File: config.mk
export PLATFORM = sky130hd
export DESIGN_NAME = top_level_walk_cache
export DESIGN_NICKNAME = d
export VERILOG_FILES = /design/src/top_level_walk_cache_pkg.sv /design/src/top_level_walk_cache.sv
export SDC_FILE = /design/constraint.sdc
export NUM_CORES = 2
export LEC_CHECK = 0
export BUFFER_PORTS_ARGS = -buffer_cell sky130_fd_sc_hd__clkbuf_2
export CAP_MARGIN = 20
export CORE_ASPECT_RATIO = 0.75
export CORE_MARGIN = 1.5
export CORE_UTILIZATION = 40
export CTS_CLUSTER_DIAMETER = 200
export DETAILED_ROUTE_END_ITERATION = 8
export REMOVE_ABC_BUFFERS = 1
export SLEW_MARGIN = 20
export SYNTH_ARGS = -nofsm -noshare
export SYNTH_HDL_FRONTEND = slang
export SYNTH_SLANG_ARGS = --single-unit
File: constraint.sdc
create_clock -name clock -period 4.3 [get_ports clock]
set_input_delay 0.215 -clock clock [delete_from_list [all_inputs] [get_ports clock]]
set_output_delay 0.215 -clock clock [all_outputs]
set_load 0.01 [all_outputs]
File: src/top_level_walk_cache_pkg.sv
/*
  Constants and types for the level-5 walk cache: entry bit layout,
  register map, control fields and state encodings.
  Assumes 64-bit paging-structure entries and a 32-bit AXI4-Lite bus.
*/
package top_level_walk_cache_pkg;
  localparam int ADDR_W = 64;
  localparam int PA_LO = 12;
  localparam int PA_W = 40;
  localparam int SID_W = 16;
  localparam int PASID_W = 20;
  localparam int DID_W = 16;
  localparam int TAG_W = 16;
  localparam int TAG_LO = 48;
  localparam int FL_TAG_W = 9;
  // First-level entry flags
  localparam int BIT_P = 0;
  localparam int BIT_RW = 1;
  localparam int BIT_US = 2;
  localparam int BIT_PWT = 3;
  localparam int BIT_PCD = 4;
  localparam int BIT_A = 5;
  localparam int BIT_LEAF_SIZE = 7;
  localparam int BIT_G = 8;
  localparam int BIT_EA = 10;
  localparam int BIT_XD = 63;
  // Second-level entry flags
  localparam int BIT_R = 0;
  localparam int BIT_W = 1;
  localparam int BIT_X = 2;
  localparam logic [63:0] FL_RSVD_MASK = 64'h7FF0_0000_0000_0080;
  localparam logic [63:0] SL_RSVD_MASK = 64'h7FF0_0000_0000_00F8;
  // Register map, byte addresses
  localparam logic [7:0] REG_CTRL = 8'h00;
  localparam logic [7:0] REG_HITS = 8'h04;
  localparam logic [7:0] REG_MISSES = 8'h08;
  localparam logic [7:0] REG_FILLS = 8'h0C;
  localparam logic [7:0] REG_FLUSH = 8'h10;
  localparam logic [7:0] REG_STATUS = 8'h14;
  localparam int CTRL_EN = 0;
  localparam int CTRL_FAULT_CACHE = 1;
  localparam int CTRL_NXE = 2;
  localparam int CTRL_SECOND_LEVEL_EXEC_ENABLE = 3;
  localparam int CTRL_EXT_ACCESSED_FLAG_ENABLE = 4;
  localparam int CTRL_MAX_GUEST_ADDR_WIDTH_LO = 8;
  localparam int MAX_GUEST_ADDR_WIDTH_W = 6;
  localparam int FLUSH_BIT = 0;
  localparam logic [31:0] CTRL_MASK = 32'h0000_3F1F;
  localparam logic [31:0] CTRL_RESET = 32'h0000_3801;
  localparam logic [1:0] RESP_OKAY = 2'h0;
  localparam logic [1:0] RESP_SLVERR = 2'h2;
  typedef enum logic [1:0] {
    MAP_FIRST = 2'h0,
    MAP_SECOND = 2'h1,
    MAP_NESTED = 2'h2
  } map_mode_t;
  typedef enum logic [2:0] {
    ST_IDLE = 3'h1,
    ST_UPDATE = 3'h2,
    ST_INSTALL = 3'h4
  } fill_state_t;
  typedef struct packed {
    logic valid;
    map_mode_t mode;
    logic [TAG_W-1:0] tag;
    logic [SID_W-1:0] sid;
    logic has_pasid;
    logic [PASID_W-1:0] pasid;
    logic [DID_W-1:0] did;
    logic [PA_W-1:0] next_pa;
    logic wr;
    logic us;
    logic xd;
    logic page_cache_disable;
    logic page_write_through;
    logic rd;
    logic ex;
  } l5_entry_t;
endpackage : top_level_walk_cache_pkg

File: src/top_level_walk_cache.sv
/*
  Level-5 paging-structure cache with global-page tagging for the
  translation lookaside buffer, and an AXI4-Lite register slave.
  Assumes the page walker drives lookup, fill and update-ack ports on
  the same clock and performs memory accesses itself.
  // Function
  // - Leaf with bit 8 set marks global
  // - Global entry ignores PASID, needs source-id
  // - Global bit never affects walk caches
  // - Cache only table pointers, no page maps
  // - Cache presence and arrangement is optional
  // - Level-5 cache used only with 5-level paging
  // - First-level tag is address bits 56:48
  // - First-level entry keeps address, rights, cache flags
  // - Second-level tag spans guest width to 48
  // - Second-level entry keeps address, read, write, execute
  // - Nested tag equals first-level 9-bit tag
  // - Nested keeps translated address, ANDed write
  // - Nested keeps user flag, combined execute-disable
  // - Hit may replace fetching the entry
  // - First-level fill needs present, no reserved
  // - Nested fill also needs second-level read
  // - Second-level fill needs read or write
  // - Set accessed flags before first-level fill
  // - Fill allowed even if nothing below valid
  // - Entries may stay stale after memory changes
  // - Fault caching option lifts fill restrictions
  // - Entries tagged with source, PASID, domain
*/
// Chosen here: the register offsets and the AXI4-Lite slave port.
module top_level_walk_cache #(
  parameter int ENTRIES = 4,
  parameter int AXI_AW = 8
) (
  input wire logic clock,
  input wire logic rst_b,
  input wire logic s_axi_awvalid,
  output logic s_axi_awready,
  input wire logic [AXI_AW-1:0] s_axi_awaddr,
  input wire logic s_axi_wvalid,
  output logic s_axi_wready,
  input wire logic [31:0] s_axi_wdata,
  input wire logic [3:0] s_axi_wstrb,
  output logic s_axi_bvalid,
  input wire logic s_axi_bready,
  output logic [1:0] s_axi_bresp,
  input wire logic s_axi_arvalid,
  output logic s_axi_arready,
  input wire logic [AXI_AW-1:0] s_axi_araddr,
  output logic s_axi_rvalid,
  input wire logic s_axi_rready,
  output logic [31:0] s_axi_rdata,
  output logic [1:0] s_axi_rresp,
  input wire logic five_level,
  input wire logic lk_valid,
  input wire top_level_walk_cache_pkg::map_mode_t lk_mode,
  input wire logic [top_level_walk_cache_pkg::ADDR_W-1:0] lk_addr,
  input wire logic [top_level_walk_cache_pkg::SID_W-1:0] lk_sid,
  input wire logic lk_has_pasid,
  input wire logic [top_level_walk_cache_pkg::PASID_W-1:0] lk_pasid,
  input wire logic [top_level_walk_cache_pkg::DID_W-1:0] lk_did,
  output logic lk_done,
  output logic lk_hit,
  output logic [top_level_walk_cache_pkg::PA_W-1:0] lk_next_pa,
  output logic lk_wr,
  output logic lk_us,
  output logic lk_xd,
  output logic lk_pcd,
  output logic lk_pwt,
  output logic lk_rd,
  output logic lk_ex,
  input wire logic fill_valid,
  output logic fill_ready,
  input wire top_level_walk_cache_pkg::map_mode_t fill_mode,
  input wire logic [top_level_walk_cache_pkg::ADDR_W-1:0] fill_addr,
  input wire logic [top_level_walk_cache_pkg::SID_W-1:0] fill_sid,
  input wire logic fill_has_pasid,
  input wire logic [top_level_walk_cache_pkg::PASID_W-1:0] fill_pasid,
  input wire logic [top_level_walk_cache_pkg::DID_W-1:0] fill_did,
  input wire logic [63:0] fill_entry,
  input wire logic [top_level_walk_cache_pkg::PA_W-1:0] fill_sl_pa,
  input wire logic fill_sl_rd,
  input wire logic fill_sl_wr,
  input wire logic fill_sl_ex,
  output logic fill_done,
  output logic fill_cached,
  output logic upd_valid,
  output logic [63:0] upd_entry,
  input wire logic upd_ack,
  input wire logic leaf_valid,
  input wire logic [63:0] leaf_entry,
  input wire logic leaf_is_pte,
  output logic leaf_global,
  input wire logic chk_valid,
  input wire logic chk_global,
  input wire logic [top_level_walk_cache_pkg::SID_W-1:0] chk_entry_sid,
  input wire logic [top_level_walk_cache_pkg::PASID_W-1:0] chk_entry_pasid,
  input wire logic [top_level_walk_cache_pkg::SID_W-1:0] chk_req_sid,
  input wire logic chk_req_has_pasid,
  input wire logic [top_level_walk_cache_pkg::PASID_W-1:0] chk_req_pasid,
  output logic chk_match
);
  import top_level_walk_cache_pkg::*;

  localparam int VW = $clog2(ENTRIES);

  if (ENTRIES < 2 || ENTRIES > 64 || AXI_AW < 8)
  begin : g_check
    $error("top_level_walk_cache: unsupported ENTRIES or AXI_AW");
  end

  typedef struct packed {
    l5_entry_t [ENTRIES-1:0] ent;
    logic [VW-1:0] victim;
    fill_state_t fst;
    l5_entry_t pend;
    logic [31:0] ctrl;
    logic [31:0] hits;
    logic [31:0] misses;
    logic [31:0] fills;
    logic aw_got;
    logic w_got;
    logic [AXI_AW-1:0] aw_addr;
    logic [31:0] w_data;
    logic [3:0] w_strb;
    logic awready;
    logic wready;
    logic bvalid;
    logic [1:0] bresp;
    logic arready;
    logic rvalid;
    logic [31:0] rdata;
    logic [1:0] rresp;
    logic lk_done;
    logic lk_hit;
    l5_entry_t lk_ent;
    logic fill_ready;
    logic fill_done;
    logic fill_cached;
    logic upd_valid;
    logic [63:0] upd_entry;
    logic leaf_global;
    logic chk_match;
  } state_t;

  state_t st;
  state_t next_st;
  logic hit_any;
  l5_entry_t hit_e;
  l5_entry_t built;
  logic elig;
  logic need_upd;
  logic [63:0] set_flags;
  logic [TAG_W-1:0] lk_tag;

  // Tag width follows the mapping type and the guest address width
  function automatic logic [TAG_W-1:0] make_tag(input logic [ADDR_W-1:0] a,
      input map_mode_t m, input logic [MAX_GUEST_ADDR_WIDTH_W-1:0] max_guest_addr_width);
    logic [TAG_W-1:0] t;
    t = a[TAG_LO +: TAG_W];
    for (int i = 0; i < TAG_W; i++)
    begin
      if (m == MAP_SECOND ? (TAG_LO + i > int'(max_guest_addr_width)) : (i >= FL_TAG_W))
        t[i] = 1'b0;
    end
    return t;
  endfunction : make_tag

  function automatic logic [31:0] merge(input logic [31:0] old,
      input logic [31:0] wd, input logic [3:0] strb);
    logic [31:0] r;
    r = old;
    for (int b = 0; b < 4; b++)
    begin
      if (strb[b])
        r[8*b +: 8] = wd[8*b +: 8];
    end
    return r;
  endfunction : merge

  always_comb
  begin
    next_st = st;
    hit_any = 1'b0;
    hit_e = '0;
    built = '0;
    elig = 1'b0;
    need_upd = 1'b0;
    set_flags = '0;
    lk_tag = make_tag(lk_addr, lk_mode, st.ctrl[CTRL_MAX_GUEST_ADDR_WIDTH_LO +: MAX_GUEST_ADDR_WIDTH_W]);

    // Register slave: address and data may arrive in either order
    if (s_axi_awvalid && st.awready)
    begin
      next_st.aw_got = 1'b1;
      next_st.aw_addr = s_axi_awaddr;
    end
    if (s_axi_wvalid && st.wready)
    begin
      next_st.w_got = 1'b1;
      next_st.w_data = s_axi_wdata;
      next_st.w_strb = s_axi_wstrb;
    end
    if (st.bvalid && s_axi_bready)
      next_st.bvalid = 1'b0;
    if (st.aw_got && st.w_got && !st.bvalid)
    begin
      next_st.aw_got = 1'b0;
      next_st.w_got = 1'b0;
      next_st.bvalid = 1'b1;
      next_st.bresp = RESP_OKAY;
      case (st.aw_addr[7:0])
        REG_CTRL: next_st.ctrl = merge(st.ctrl, st.w_data, st.w_strb) & CTRL_MASK;
        REG_FLUSH:
        begin
          if (st.w_strb[0] && st.w_data[FLUSH_BIT])
          begin
            for (int i = 0; i < ENTRIES; i++)
              next_st.ent[i].valid = 1'b0;
          end
        end
        REG_HITS, REG_MISSES, REG_FILLS, REG_STATUS: next_st.bresp = RESP_OKAY;
        default: next_st.bresp = RESP_SLVERR;
      endcase
    end
    next_st.awready = !next_st.aw_got && !next_st.bvalid;
    next_st.wready = !next_st.w_got && !next_st.bvalid;

    if (st.rvalid && s_axi_rready)
      next_st.rvalid = 1'b0;
    if (s_axi_arvalid && st.arready)
    begin
      next_st.rvalid = 1'b1;
      next_st.rresp = RESP_OKAY;
      case (s_axi_araddr[7:0])
        REG_CTRL: next_st.rdata = st.ctrl;
        REG_HITS: next_st.rdata = st.hits;
        REG_MISSES: next_st.rdata = st.misses;
        REG_FILLS: next_st.rdata = st.fills;
        REG_FLUSH: next_st.rdata = '0;
        REG_STATUS: next_st.rdata = {29'h0, st.fst};
        default:
        begin
          next_st.rdata = '0;
          next_st.rresp = RESP_SLVERR;
        end
      endcase
    end
    next_st.arready = !next_st.rvalid;

    // Lookup; all tags must agree, PASID only when the request has one
    for (int i = 0; i < ENTRIES; i++)
    begin
      if (st.ent[i].valid && st.ent[i].mode == lk_mode && st.ent[i].tag == lk_tag
          && st.ent[i].sid == lk_sid && st.ent[i].did == lk_did
          && st.ent[i].has_pasid == lk_has_pasid
          && (!lk_has_pasid || st.ent[i].pasid == lk_pasid))
      begin
        hit_any = 1'b1;
        hit_e = st.ent[i];
      end
    end
    next_st.lk_done = lk_valid;
    next_st.lk_hit = lk_valid && hit_any && st.ctrl[CTRL_EN] && five_level;
    // Payload is cleared on a miss and held between lookups
    if (lk_valid)
      next_st.lk_ent = next_st.lk_hit ? hit_e : '0;
    if (lk_valid)
    begin
      if (next_st.lk_hit)
        next_st.hits = st.hits + 32'h1;
      else
        next_st.misses = st.misses + 32'h1;
    end

    // Build the candidate entry; bit 8 is not looked at here
    built.valid = 1'b1;
    built.mode = fill_mode;
    built.tag = make_tag(fill_addr, fill_mode, st.ctrl[CTRL_MAX_GUEST_ADDR_WIDTH_LO +: MAX_GUEST_ADDR_WIDTH_W]);
    built.sid = fill_sid;
    built.has_pasid = fill_has_pasid;
    built.pasid = fill_has_pasid ? fill_pasid : '0;
    built.did = fill_did;
    built.next_pa = fill_entry[PA_LO +: PA_W];
    case (fill_mode)
      MAP_SECOND:
      begin
        built.rd = fill_entry[BIT_R];
        built.wr = fill_entry[BIT_W];
        built.ex = fill_entry[BIT_X];
        elig = (fill_entry[BIT_R] || fill_entry[BIT_W])
            && (fill_entry & SL_RSVD_MASK) == '0;
      end
      MAP_NESTED:
      begin
        built.next_pa = fill_sl_pa;
        built.wr = fill_entry[BIT_RW] && fill_sl_wr;
        built.us = fill_entry[BIT_US];
        built.xd = (st.ctrl[CTRL_NXE] && fill_entry[BIT_XD])
            || (st.ctrl[CTRL_SECOND_LEVEL_EXEC_ENABLE] && !fill_sl_ex);
        built.page_cache_disable = fill_entry[BIT_PCD];
        built.page_write_through = fill_entry[BIT_PWT];
        elig = fill_entry[BIT_P] && (fill_entry & FL_RSVD_MASK) == '0
            && fill_sl_rd;
      end
      default:
      begin
        built.wr = fill_entry[BIT_RW];
        built.us = fill_entry[BIT_US];
        built.xd = fill_entry[BIT_XD];
        built.page_cache_disable = fill_entry[BIT_PCD];
        built.page_write_through = fill_entry[BIT_PWT];
        elig = fill_entry[BIT_P] && (fill_entry & FL_RSVD_MASK) == '0;
      end
    endcase
    if (st.ctrl[CTRL_FAULT_CACHE])
      elig = 1'b1;
    set_flags = fill_entry;
    set_flags[BIT_A] = 1'b1;
    if (st.ctrl[CTRL_EXT_ACCESSED_FLAG_ENABLE])
      set_flags[BIT_EA] = 1'b1;
    need_upd = fill_mode != MAP_SECOND && set_flags != fill_entry;
    // Without second-level write right the flag update cannot land
    if (need_upd && fill_mode == MAP_NESTED && !fill_sl_wr)
      elig = 1'b0;

    // Fill sequence; contents of the referenced table are never checked
    next_st.fill_done = 1'b0;
    next_st.fill_cached = 1'b0;
    case (st.fst)
      ST_IDLE:
      begin
        if (fill_valid && st.fill_ready)
        begin
          next_st.pend = built;
          next_st.upd_entry = set_flags;
          if (!elig || !st.ctrl[CTRL_EN] || !five_level)
            next_st.fill_done = 1'b1;
          else if (need_upd)
          begin
            next_st.upd_valid = 1'b1;
            next_st.fst = ST_UPDATE;
          end
          else
            next_st.fst = ST_INSTALL;
        end
      end
      ST_UPDATE:
      begin
        if (upd_ack)
        begin
          next_st.upd_valid = 1'b0;
          next_st.fst = ST_INSTALL;
        end
      end
      ST_INSTALL:
      begin
        // Entry is kept as loaded until flushed or replaced
        next_st.ent[st.victim] = st.pend;
        next_st.victim = (st.victim == VW'(ENTRIES - 1)) ? '0 : st.victim + 1'b1;
        next_st.fills = st.fills + 32'h1;
        next_st.fill_done = 1'b1;
        next_st.fill_cached = 1'b1;
        next_st.fst = ST_IDLE;
      end
      default: next_st.fst = ST_IDLE;
    endcase
    next_st.fill_ready = next_st.fst == ST_IDLE;

    // Global marking for the lookaside buffer, and its PASID-blind match
    next_st.leaf_global = leaf_valid && (leaf_is_pte || leaf_entry[BIT_LEAF_SIZE])
        && leaf_entry[BIT_G];
    next_st.chk_match = chk_valid && chk_entry_sid == chk_req_sid
        && (!chk_req_has_pasid || chk_global || chk_entry_pasid == chk_req_pasid);
  end

  always_ff @(posedge clock or negedge rst_b)
  begin
    if (!rst_b)
    begin
      st <= '0;
      st.ctrl <= CTRL_RESET;
      st.fst <= ST_IDLE;
      st.fill_ready <= 1'b1;
      st.awready <= 1'b1;
      st.wready <= 1'b1;
      st.arready <= 1'b1;
    end
    else
      st <= next_st;
  end

  assign s_axi_awready = st.awready;
  assign s_axi_wready = st.wready;
  assign s_axi_bvalid = st.bvalid;
  assign s_axi_bresp = st.bresp;
  assign s_axi_arready = st.arready;
  assign s_axi_rvalid = st.rvalid;
  assign s_axi_rdata = st.rdata;
  assign s_axi_rresp = st.rresp;
  assign lk_done = st.lk_done;
  assign lk_hit = st.lk_hit;
  assign lk_next_pa = st.lk_ent.next_pa;
  assign lk_wr = st.lk_ent.wr;
  assign lk_us = st.lk_ent.us;
  assign lk_xd = st.lk_ent.xd;
  assign lk_pcd = st.lk_ent.page_cache_disable;
  assign lk_pwt = st.lk_ent.page_write_through;
  assign lk_rd = st.lk_ent.rd;
  assign lk_ex = st.lk_ent.ex;
  assign fill_ready = st.fill_ready;
  assign fill_done = st.fill_done;
  assign fill_cached = st.fill_cached;
  assign upd_valid = st.upd_valid;
  assign upd_entry = st.upd_entry;
  assign leaf_global = st.leaf_global;
  assign chk_match = st.chk_match;
endmodule : top_level_walk_cache

### Yosys cells after proc, flatten, opt, wreduce, memory -nomap -nowiden

Index checks and enable logic that the tools add are counted.

* register bits: 893
* bits in latches: 0
* bits in writable memories: 0
* memory bits (read-only): 0
* input bits: 549
* output and inout bits: 160
* word-level logic and storage cells: 396
* memories: 0

* add/sub/neg operators: 4
* multiply operators: 0
* div/mod/pow operators: 0
* magnitude comparators: 18
* eq/ne operators: 50
* shifts and indexed selects: 0
* multiplexer cells: 123
* bitwise logic cells: 1
* reductions and logical operators: 88

Operators with widths (number)
* $mux W478: 1
* $bwmux W476: 1
* $demux W119 S2: 1
* $mux W47: 5
* $eq A16 B16 Y1: 13
* $pmux W32 S5: 1
* $logic_not A64 Y1: 2
* $mux W122: 1
* $mux W119: 1
* $eq A20 B20 Y1: 5
* $add A32 B1 Y32 const B: 3
* $gt A6 B6 Y1 const A: 16
* $mux W1: 94
* $mux W65: 1
* $logic_and A1 B1 Y1: 52
* $mux W40: 1
* $mux W35: 1
* $eq A8 B4 Y1 const B: 4
* $eq A8 B5 Y1 const B: 4
* $mux W20: 1
* $eq A8 B3 Y1 const B: 2
* $logic_not A8 Y1: 2
* $logic_not A1 Y1: 12
* $mux W3: 4
* 24 further kinds: 56

### Longest topological paths before layout

* depth in word-level cells: 18
* gate-level depth with buffers: 16
* gate-level depth less buffers: 11

### Worst setup path after synthesis

No wires, ideal clock.

* kind: reg-to-reg
* start point: register st[387] (netlist name)
* end point: register st, in the netlist lk_next_pa[10]
* data arrival time: 3.179 ns
* required time: 4.222 ns
* setup slack: 1.043 ns
* stages on the path, launching flop included: 15
* clock period less this slack: 3.257 ns
* cell sequence: dfstp_2 > buf_2 > nand3_2 > or3_1 > clkbuf_1 > xnor2_1 > or4_1 > nor3_1 > and4_1 > buf_2 > nand2b_1 > buf_2 > buf_1 > a21oi_1 > o2bb2ai_1

* longest elaborated chain between the ends: 17
* elaborated cells between the ends (all ways): 84
* classes of those cells: order compare: 16; eq/ne: 4; mux: 41; reduce/logical: 23

RTL lines
* from (decl): RTL line top_level_walk_cache.sv:146 `state_t st;`
* from (signal assigned): RTL line top_level_walk_cache.sv:390 `st <= next_st;`
* $gt A6 B6 Y1: RTL line top_level_walk_cache.sv:163 `if (m == MAP_SECOND ? (TAG_LO + i > int'(max_guest_addr_width)) : (i >= FL_TAG_W))`
* $mux W1 (2 in a row): RTL line top_level_walk_cache.sv:163
* $eq A16 B16 Y1: RTL line top_level_walk_cache.sv:254 `if (st.ent[i].valid && st.ent[i].mode == lk_mode && st.ent[i].tag == lk_tag`
* $logic_and A1 B1 Y1: RTL line top_level_walk_cache.sv:254
* $logic_and A1 B1 Y1 (2 in a row): RTL line top_level_walk_cache.sv:255 `&& st.ent[i].sid == lk_sid && st.ent[i].did == lk_did`
* $logic_and A1 B1 Y1: RTL line top_level_walk_cache.sv:256 `&& st.ent[i].has_pasid == lk_has_pasid`
* $logic_and A1 B1 Y1: RTL line top_level_walk_cache.sv:257 `&& (!lk_has_pasid || st.ent[i].pasid == lk_pasid))`
* $mux W1 (4 in a row): RTL line top_level_walk_cache.sv:254
* $logic_and A1 B1 Y1 (3 in a row): RTL line top_level_walk_cache.sv:264 `next_st.lk_hit = lk_valid && hit_any && st.ctrl[CTRL_EN] && five_level;`
* $mux W47 (*): RTL line top_level_walk_cache.sv:267 `next_st.lk_ent = next_st.lk_hit ? hit_e : '0;`

Every way passes the cells marked *; elsewhere a longest branch is shown, timed or not.
A chain may end at the register's enable or synchronous reset.

### Final worst setup path

* start point: register st[387] (netlist name)
* end point: register st[318] (netlist name)

* longest elaborated chain between the ends: 18
* elaborated cells between the ends (all ways): 81
* classes of those cells: order compare: 16; eq/ne: 4; mux: 36; bitwise: 1; reduce/logical: 24

RTL lines (RTL line)
* $gt A6 B6 Y1: top_level_walk_cache.sv:163
* $mux W1 (2 in a row): top_level_walk_cache.sv:163
* $eq A16 B16 Y1: top_level_walk_cache.sv:254
* $logic_and A1 B1 Y1: top_level_walk_cache.sv:254
* $logic_and A1 B1 Y1 (2 in a row): top_level_walk_cache.sv:255
* $logic_and A1 B1 Y1: top_level_walk_cache.sv:256
* $logic_and A1 B1 Y1: top_level_walk_cache.sv:257
* $mux W1 (3 in a row): top_level_walk_cache.sv:254
* $mux W1 (*): top_level_walk_cache.sv:254
* $logic_and A1 B1 Y1 (*) (3 in a row): top_level_walk_cache.sv:264
* $not A1 Y1 (no source line) (*)
* $reduce_and A2 Y1 (no source line) (*)

Marked as above.

==> results.txt <==
----------------------------------------------------
[Clock tree]
  Clock-pin transition on the worst setup and hold timing paths ... 0.06 ns
  Post-cts resize count ... 0
  TritonCTS clock tree ... yes
  Post-CTS setup repair buffer count ... 0
  Clock insertion delay at the later pin of the skew report ... approximately 0.69 ns
  Cts bufs inserted ... 91
  Hold_buf cts ... approximately 220
  Root Buffer ... sky130_fd_sc_hd__clkbuf_16
  # clock sinks ... roughly 890
  CTS HTree Levels ... 3
  Maximum clock insertion buffer count ... 3

[Finish]
  Layout cells sized above 1 ... approximately 29%
  End-of-flow core utilization ... approximately half
  Count of fill cells added during filler insertion ... about 9,500
  Leading cell types in the layout, fill and taps excluded ... sky130_fd_sc_hd__dfrtp_1 (878), sky130_fd_sc_hd__nand2_1 (554), sky130_fd_sc_hd__clkbuf_2 (523), sky130_fd_sc_hd__mux2_2 (482), sky130_fd_sc_hd__dlygate4sd3_1 (215)
  Synthesis-to-layout area growth ... 20.7%
  # nets final ... roughly 4,800
  Leading cell type in the layout, fill and taps excluded ... sky130_fd_sc_hd__dfrtp_1

[Global route]
  Initial antenna violation count ... 4
  Number of global-route vias before repair ... 30,300
  Total congestion overflow ... 0
  Global-route usage over all layers ... 22.9%
  Pin count of the biggest net entering global routing ... 141
  Global-route wire length before repair ... 188 mm

[Placed design]
  Post-Place Worst Slack ... ~0.28 ns
  DP HPWL ... approximately 80 mm
  RD Place Congestion ... about 0.86
  PortBufs ... 525

[Yosys]
  Number of cells produced by synthesis ... between 3,000 and 4,000
  Netlist area before placement ... about 0.042 mm²
  Syn Area/Cell ... 11.2 µm²
  EDFF count, synth ... 0
  Yosys warns ... 0
  Share of the yosys chip area belonging to registers ... approximately 53%
  FF+latch count, synth ... roughly 890
  Most common flop cell mapped by yosys ... sky130_fd_sc_hd__dfrtp_1
  Library cells used by synthesis ... 78
  Post-synthesis async set-or-reset flop share ... 100%

[Critical path]
  Critical path start-end classification ... reg -> reg
  R2r startpoint ... st[387]
  Arrival time of the worst setup path ... ~4.6 ns
  Cell count of the worst reg-to-reg path ... 12
  Crit path max fanout ... 11
  Register-to-register path setup slack ... roughly 0.26 ns
  Endpoint kind of the worst setup timing path ... register
  End of the worst register-to-register path ... st[318]
  Endpoint required time on the critical path ... 4.87 ns
  Launching element type of the critical path ... register

[STA]
  Number of hold-slack violations in the final timing report ... 0
  Setup-violating endpoint count in the final report ... 0
  Transition time at the pin with the least slew margin ... approximately 1.1 ns
  Slew HR ... roughly 28%
  Final Max Slew Viols ... 0
  Crit path time final ... about 4.0 ns
  Post-layout worst setup margin ... about 0.26 ns
  Period Utilization, post-route ... a little over nine tenths
  RSZ-0062 raised after global routing ... no
  Largest clock skew in the final design ... 0.0280 ns
  Achievable clock frequency ... approximately 0.25 GHz

[Run]
  Count of max-cap constraint violations ... 0

[Worst hold path]
  Hold path start ... s_axi_araddr[1]
  Hold/Removal Path Class ... in -> reg
  Depth of the worst hold-timing path ... 5
  Worst Hold End ... s_axi_rdata[2]

[Drt]
  Via total after detailed routing ... slightly below 30,000
  Total routed wirelength ... around 120 mm
  Initial DRT Pass Iterations ... 5
  Post-route antenna net violation count ... 0
  Via-to-Cell Ratio ... just over 5
  Final routed wire length divided by cell count ... between 20 and 25 µm
  DRC Markers ... 0
  Initial detailed-routing violation count ... roughly 1,900

[Status]
  Result of the run ... finished, final reports clean

[Power]
  Sequential share of power ... a little under half
  Psw ... ~0.0048 W
  Switching power share of the total ... roughly 25%
  Clock power share ... between 40% and 50%
  Worst VDD drop ... roughly 0.28 mV
  Gate power share ... 9.1%
  Leak ... ~24 nW
  P_int ... about 0.014 W
  Power density over the cells ... 379 mW/mm²

[Die]
  Placement Rows ... ~100
  Die Height ... around 280 µm
  Area of the core region ... between 0.1 and 0.15 mm²
  Initial Util ... ~40%
  Num ports ... just over 700
  Floorplan die area ... between 0.1 and 0.15 mm²
  Die W ... 377 µm

----------------------------------------------------
critical path, stage by stage (launching register included):
cell and delay [ns]:
sky130_fd_sc_hd__dfstp_2 0.65, sky130_fd_sc_hd__and2_1 0.51, sky130_fd_sc_hd__o21ai_0 0.31, sky130_fd_sc_hd__o21ba_2 0.27, sky130_fd_sc_hd__o2111ai_1 0.18, sky130_fd_sc_hd__nor4_1 0.13, sky130_fd_sc_hd__buf_4 0.15, sky130_fd_sc_hd__and2_1 0.18
sky130_fd_sc_hd__buf_4 0.19, sky130_fd_sc_hd__o41ai_4 0.74, sky130_fd_sc_hd__buf_4 0.32, sky130_fd_sc_hd__nand4_1 0.13, sky130_fd_sc_hd__xnor2_1 0.17
cells in the mapped netlist (31+ instances only):
| cell type | number | share of area [%] |
|---|---|---|
| sky130_fd_sc_hd__xnor2_1 | 204 | 4.3 |
| sky130_fd_sc_hd__a21oi_1 | 62 | 0.74 |
| sky130_fd_sc_hd__o21ai_0 | 172 | 2.1 |
| sky130_fd_sc_hd__nand4_1 | 69 | 1.0 |
| sky130_fd_sc_hd__nor4_1 | 47 | 0.70 |
| sky130_fd_sc_hd__nand3_1 | 86 | 1.0 |
| sky130_fd_sc_hd__nand2b_1 | 59 | 0.88 |
| sky130_fd_sc_hd__nand2_1 | 556 | 5.0 |
| sky130_fd_sc_hd__xor2_1 | 177 | 3.7 |
| sky130_fd_sc_hd__buf_4 | 145 | 2.6 |
| sky130_fd_sc_hd__dfrtp_1 | 878 | 52 |
| sky130_fd_sc_hd__inv_1 | 64 | 0.57 |
| sky130_fd_sc_hd__nor2_1 | 37 | 0.33 |
| sky130_fd_sc_hd__o2bb2ai_1 | 48 | 1.0 |
| sky130_fd_sc_hd__o21a_1 | 51 | 0.91 |
| sky130_fd_sc_hd__nor3_1 | 34 | 0.41 |
| sky130_fd_sc_hd__o211ai_1 | 56 | 1.0 |
| sky130_fd_sc_hd__mux2_2 | 482 | 13 |
| sky130_fd_sc_hd__clkbuf_1 | 172 | 1.5 |
| sky130_fd_sc_hd__and3_1 | 31 | 0.46 |
| sky130_fd_sc_hd__mux2i_1 | 40 | 0.95 |
cells by family after synthesis:
family	count (synthesis)	share of synthesized area (%)
other cells	1	0.00894
compound gates	509	8.09
buf+inv	420	5.22
simple gates	989	11.0
fa+ha+maj	9	0.268
flops	887	52.9
xor+xnor	381	7.95
mux	533	14.5
cell type report:
| type | instances | area, µm² | area share, % |
|---|---|---|---|
| tap | 1404 | 1760 | 3.47 |
| inverter | 65 | 244 | 0.482 |
| multi-input combinational | 2423 | 17600 | 34.8 |
| sequential | 887 | 22200 | 43.8 |
| clock buffer | 140 | 2760 | 5.44 |
| clock inverter | 31 | 404 | 0.798 |
| antenna | 3 | 7.51 | 0.0148 |
| timing repair buffer | 814 | 5660 | 11.2 |
power by group through the flow:
stage	clock (W)	combinational, W	sequential (W)
floorplan	0	0.000735	0.00911
detailed placement	0	0.00159	0.00919
global route	0.00893	0.00193	0.00910
global placement	0	0.00157	0.00919
CTS	0.00859	0.00176	0.00905
finish	0.00838	0.00174	0.00905
worst max-delay path by stage:
stage | from | to | slack, ns
floorplan | fill_ready | upd_valid | -3.92
global route | st[387] | st[350] | 0.09
detailed placement | lk_mode[1] | st[356] | 0.28
finish | st[387] | st[318] | 0.26
global placement | lk_mode[1] | st[343] | 0.23
CTS | st[387] | st[343] | 0.34
layer usage:
layer	vias to the layer above	track usage, %	share of wire [%]
li1	13900	-	-
met1	15000	33.2	47
met2	719	34.8	45
met3	150	4.72	5.7
met4	2	6.05	2.2
met5	-	0	0.0074
through the flow:
stage	cells	setup TNS (ns)	total power, W	hold WS (ns)	cell area (µm²)
5_1_grt	5766	0	0.0200	0.108	50600
3_5_place_dp	5378	0	0.0108	0.338	45300
3_3_place_gp	5378	0	0.0108	0.343	45300
6_report	5767	0	0.0192	0.0991	50600
4_1_cts	5764	0	0.0194	0.0204	50600
2_1_floorplan	3375	-1072.31	0.00985	-0.0806	40000
(Power assumes the default switching activity.)
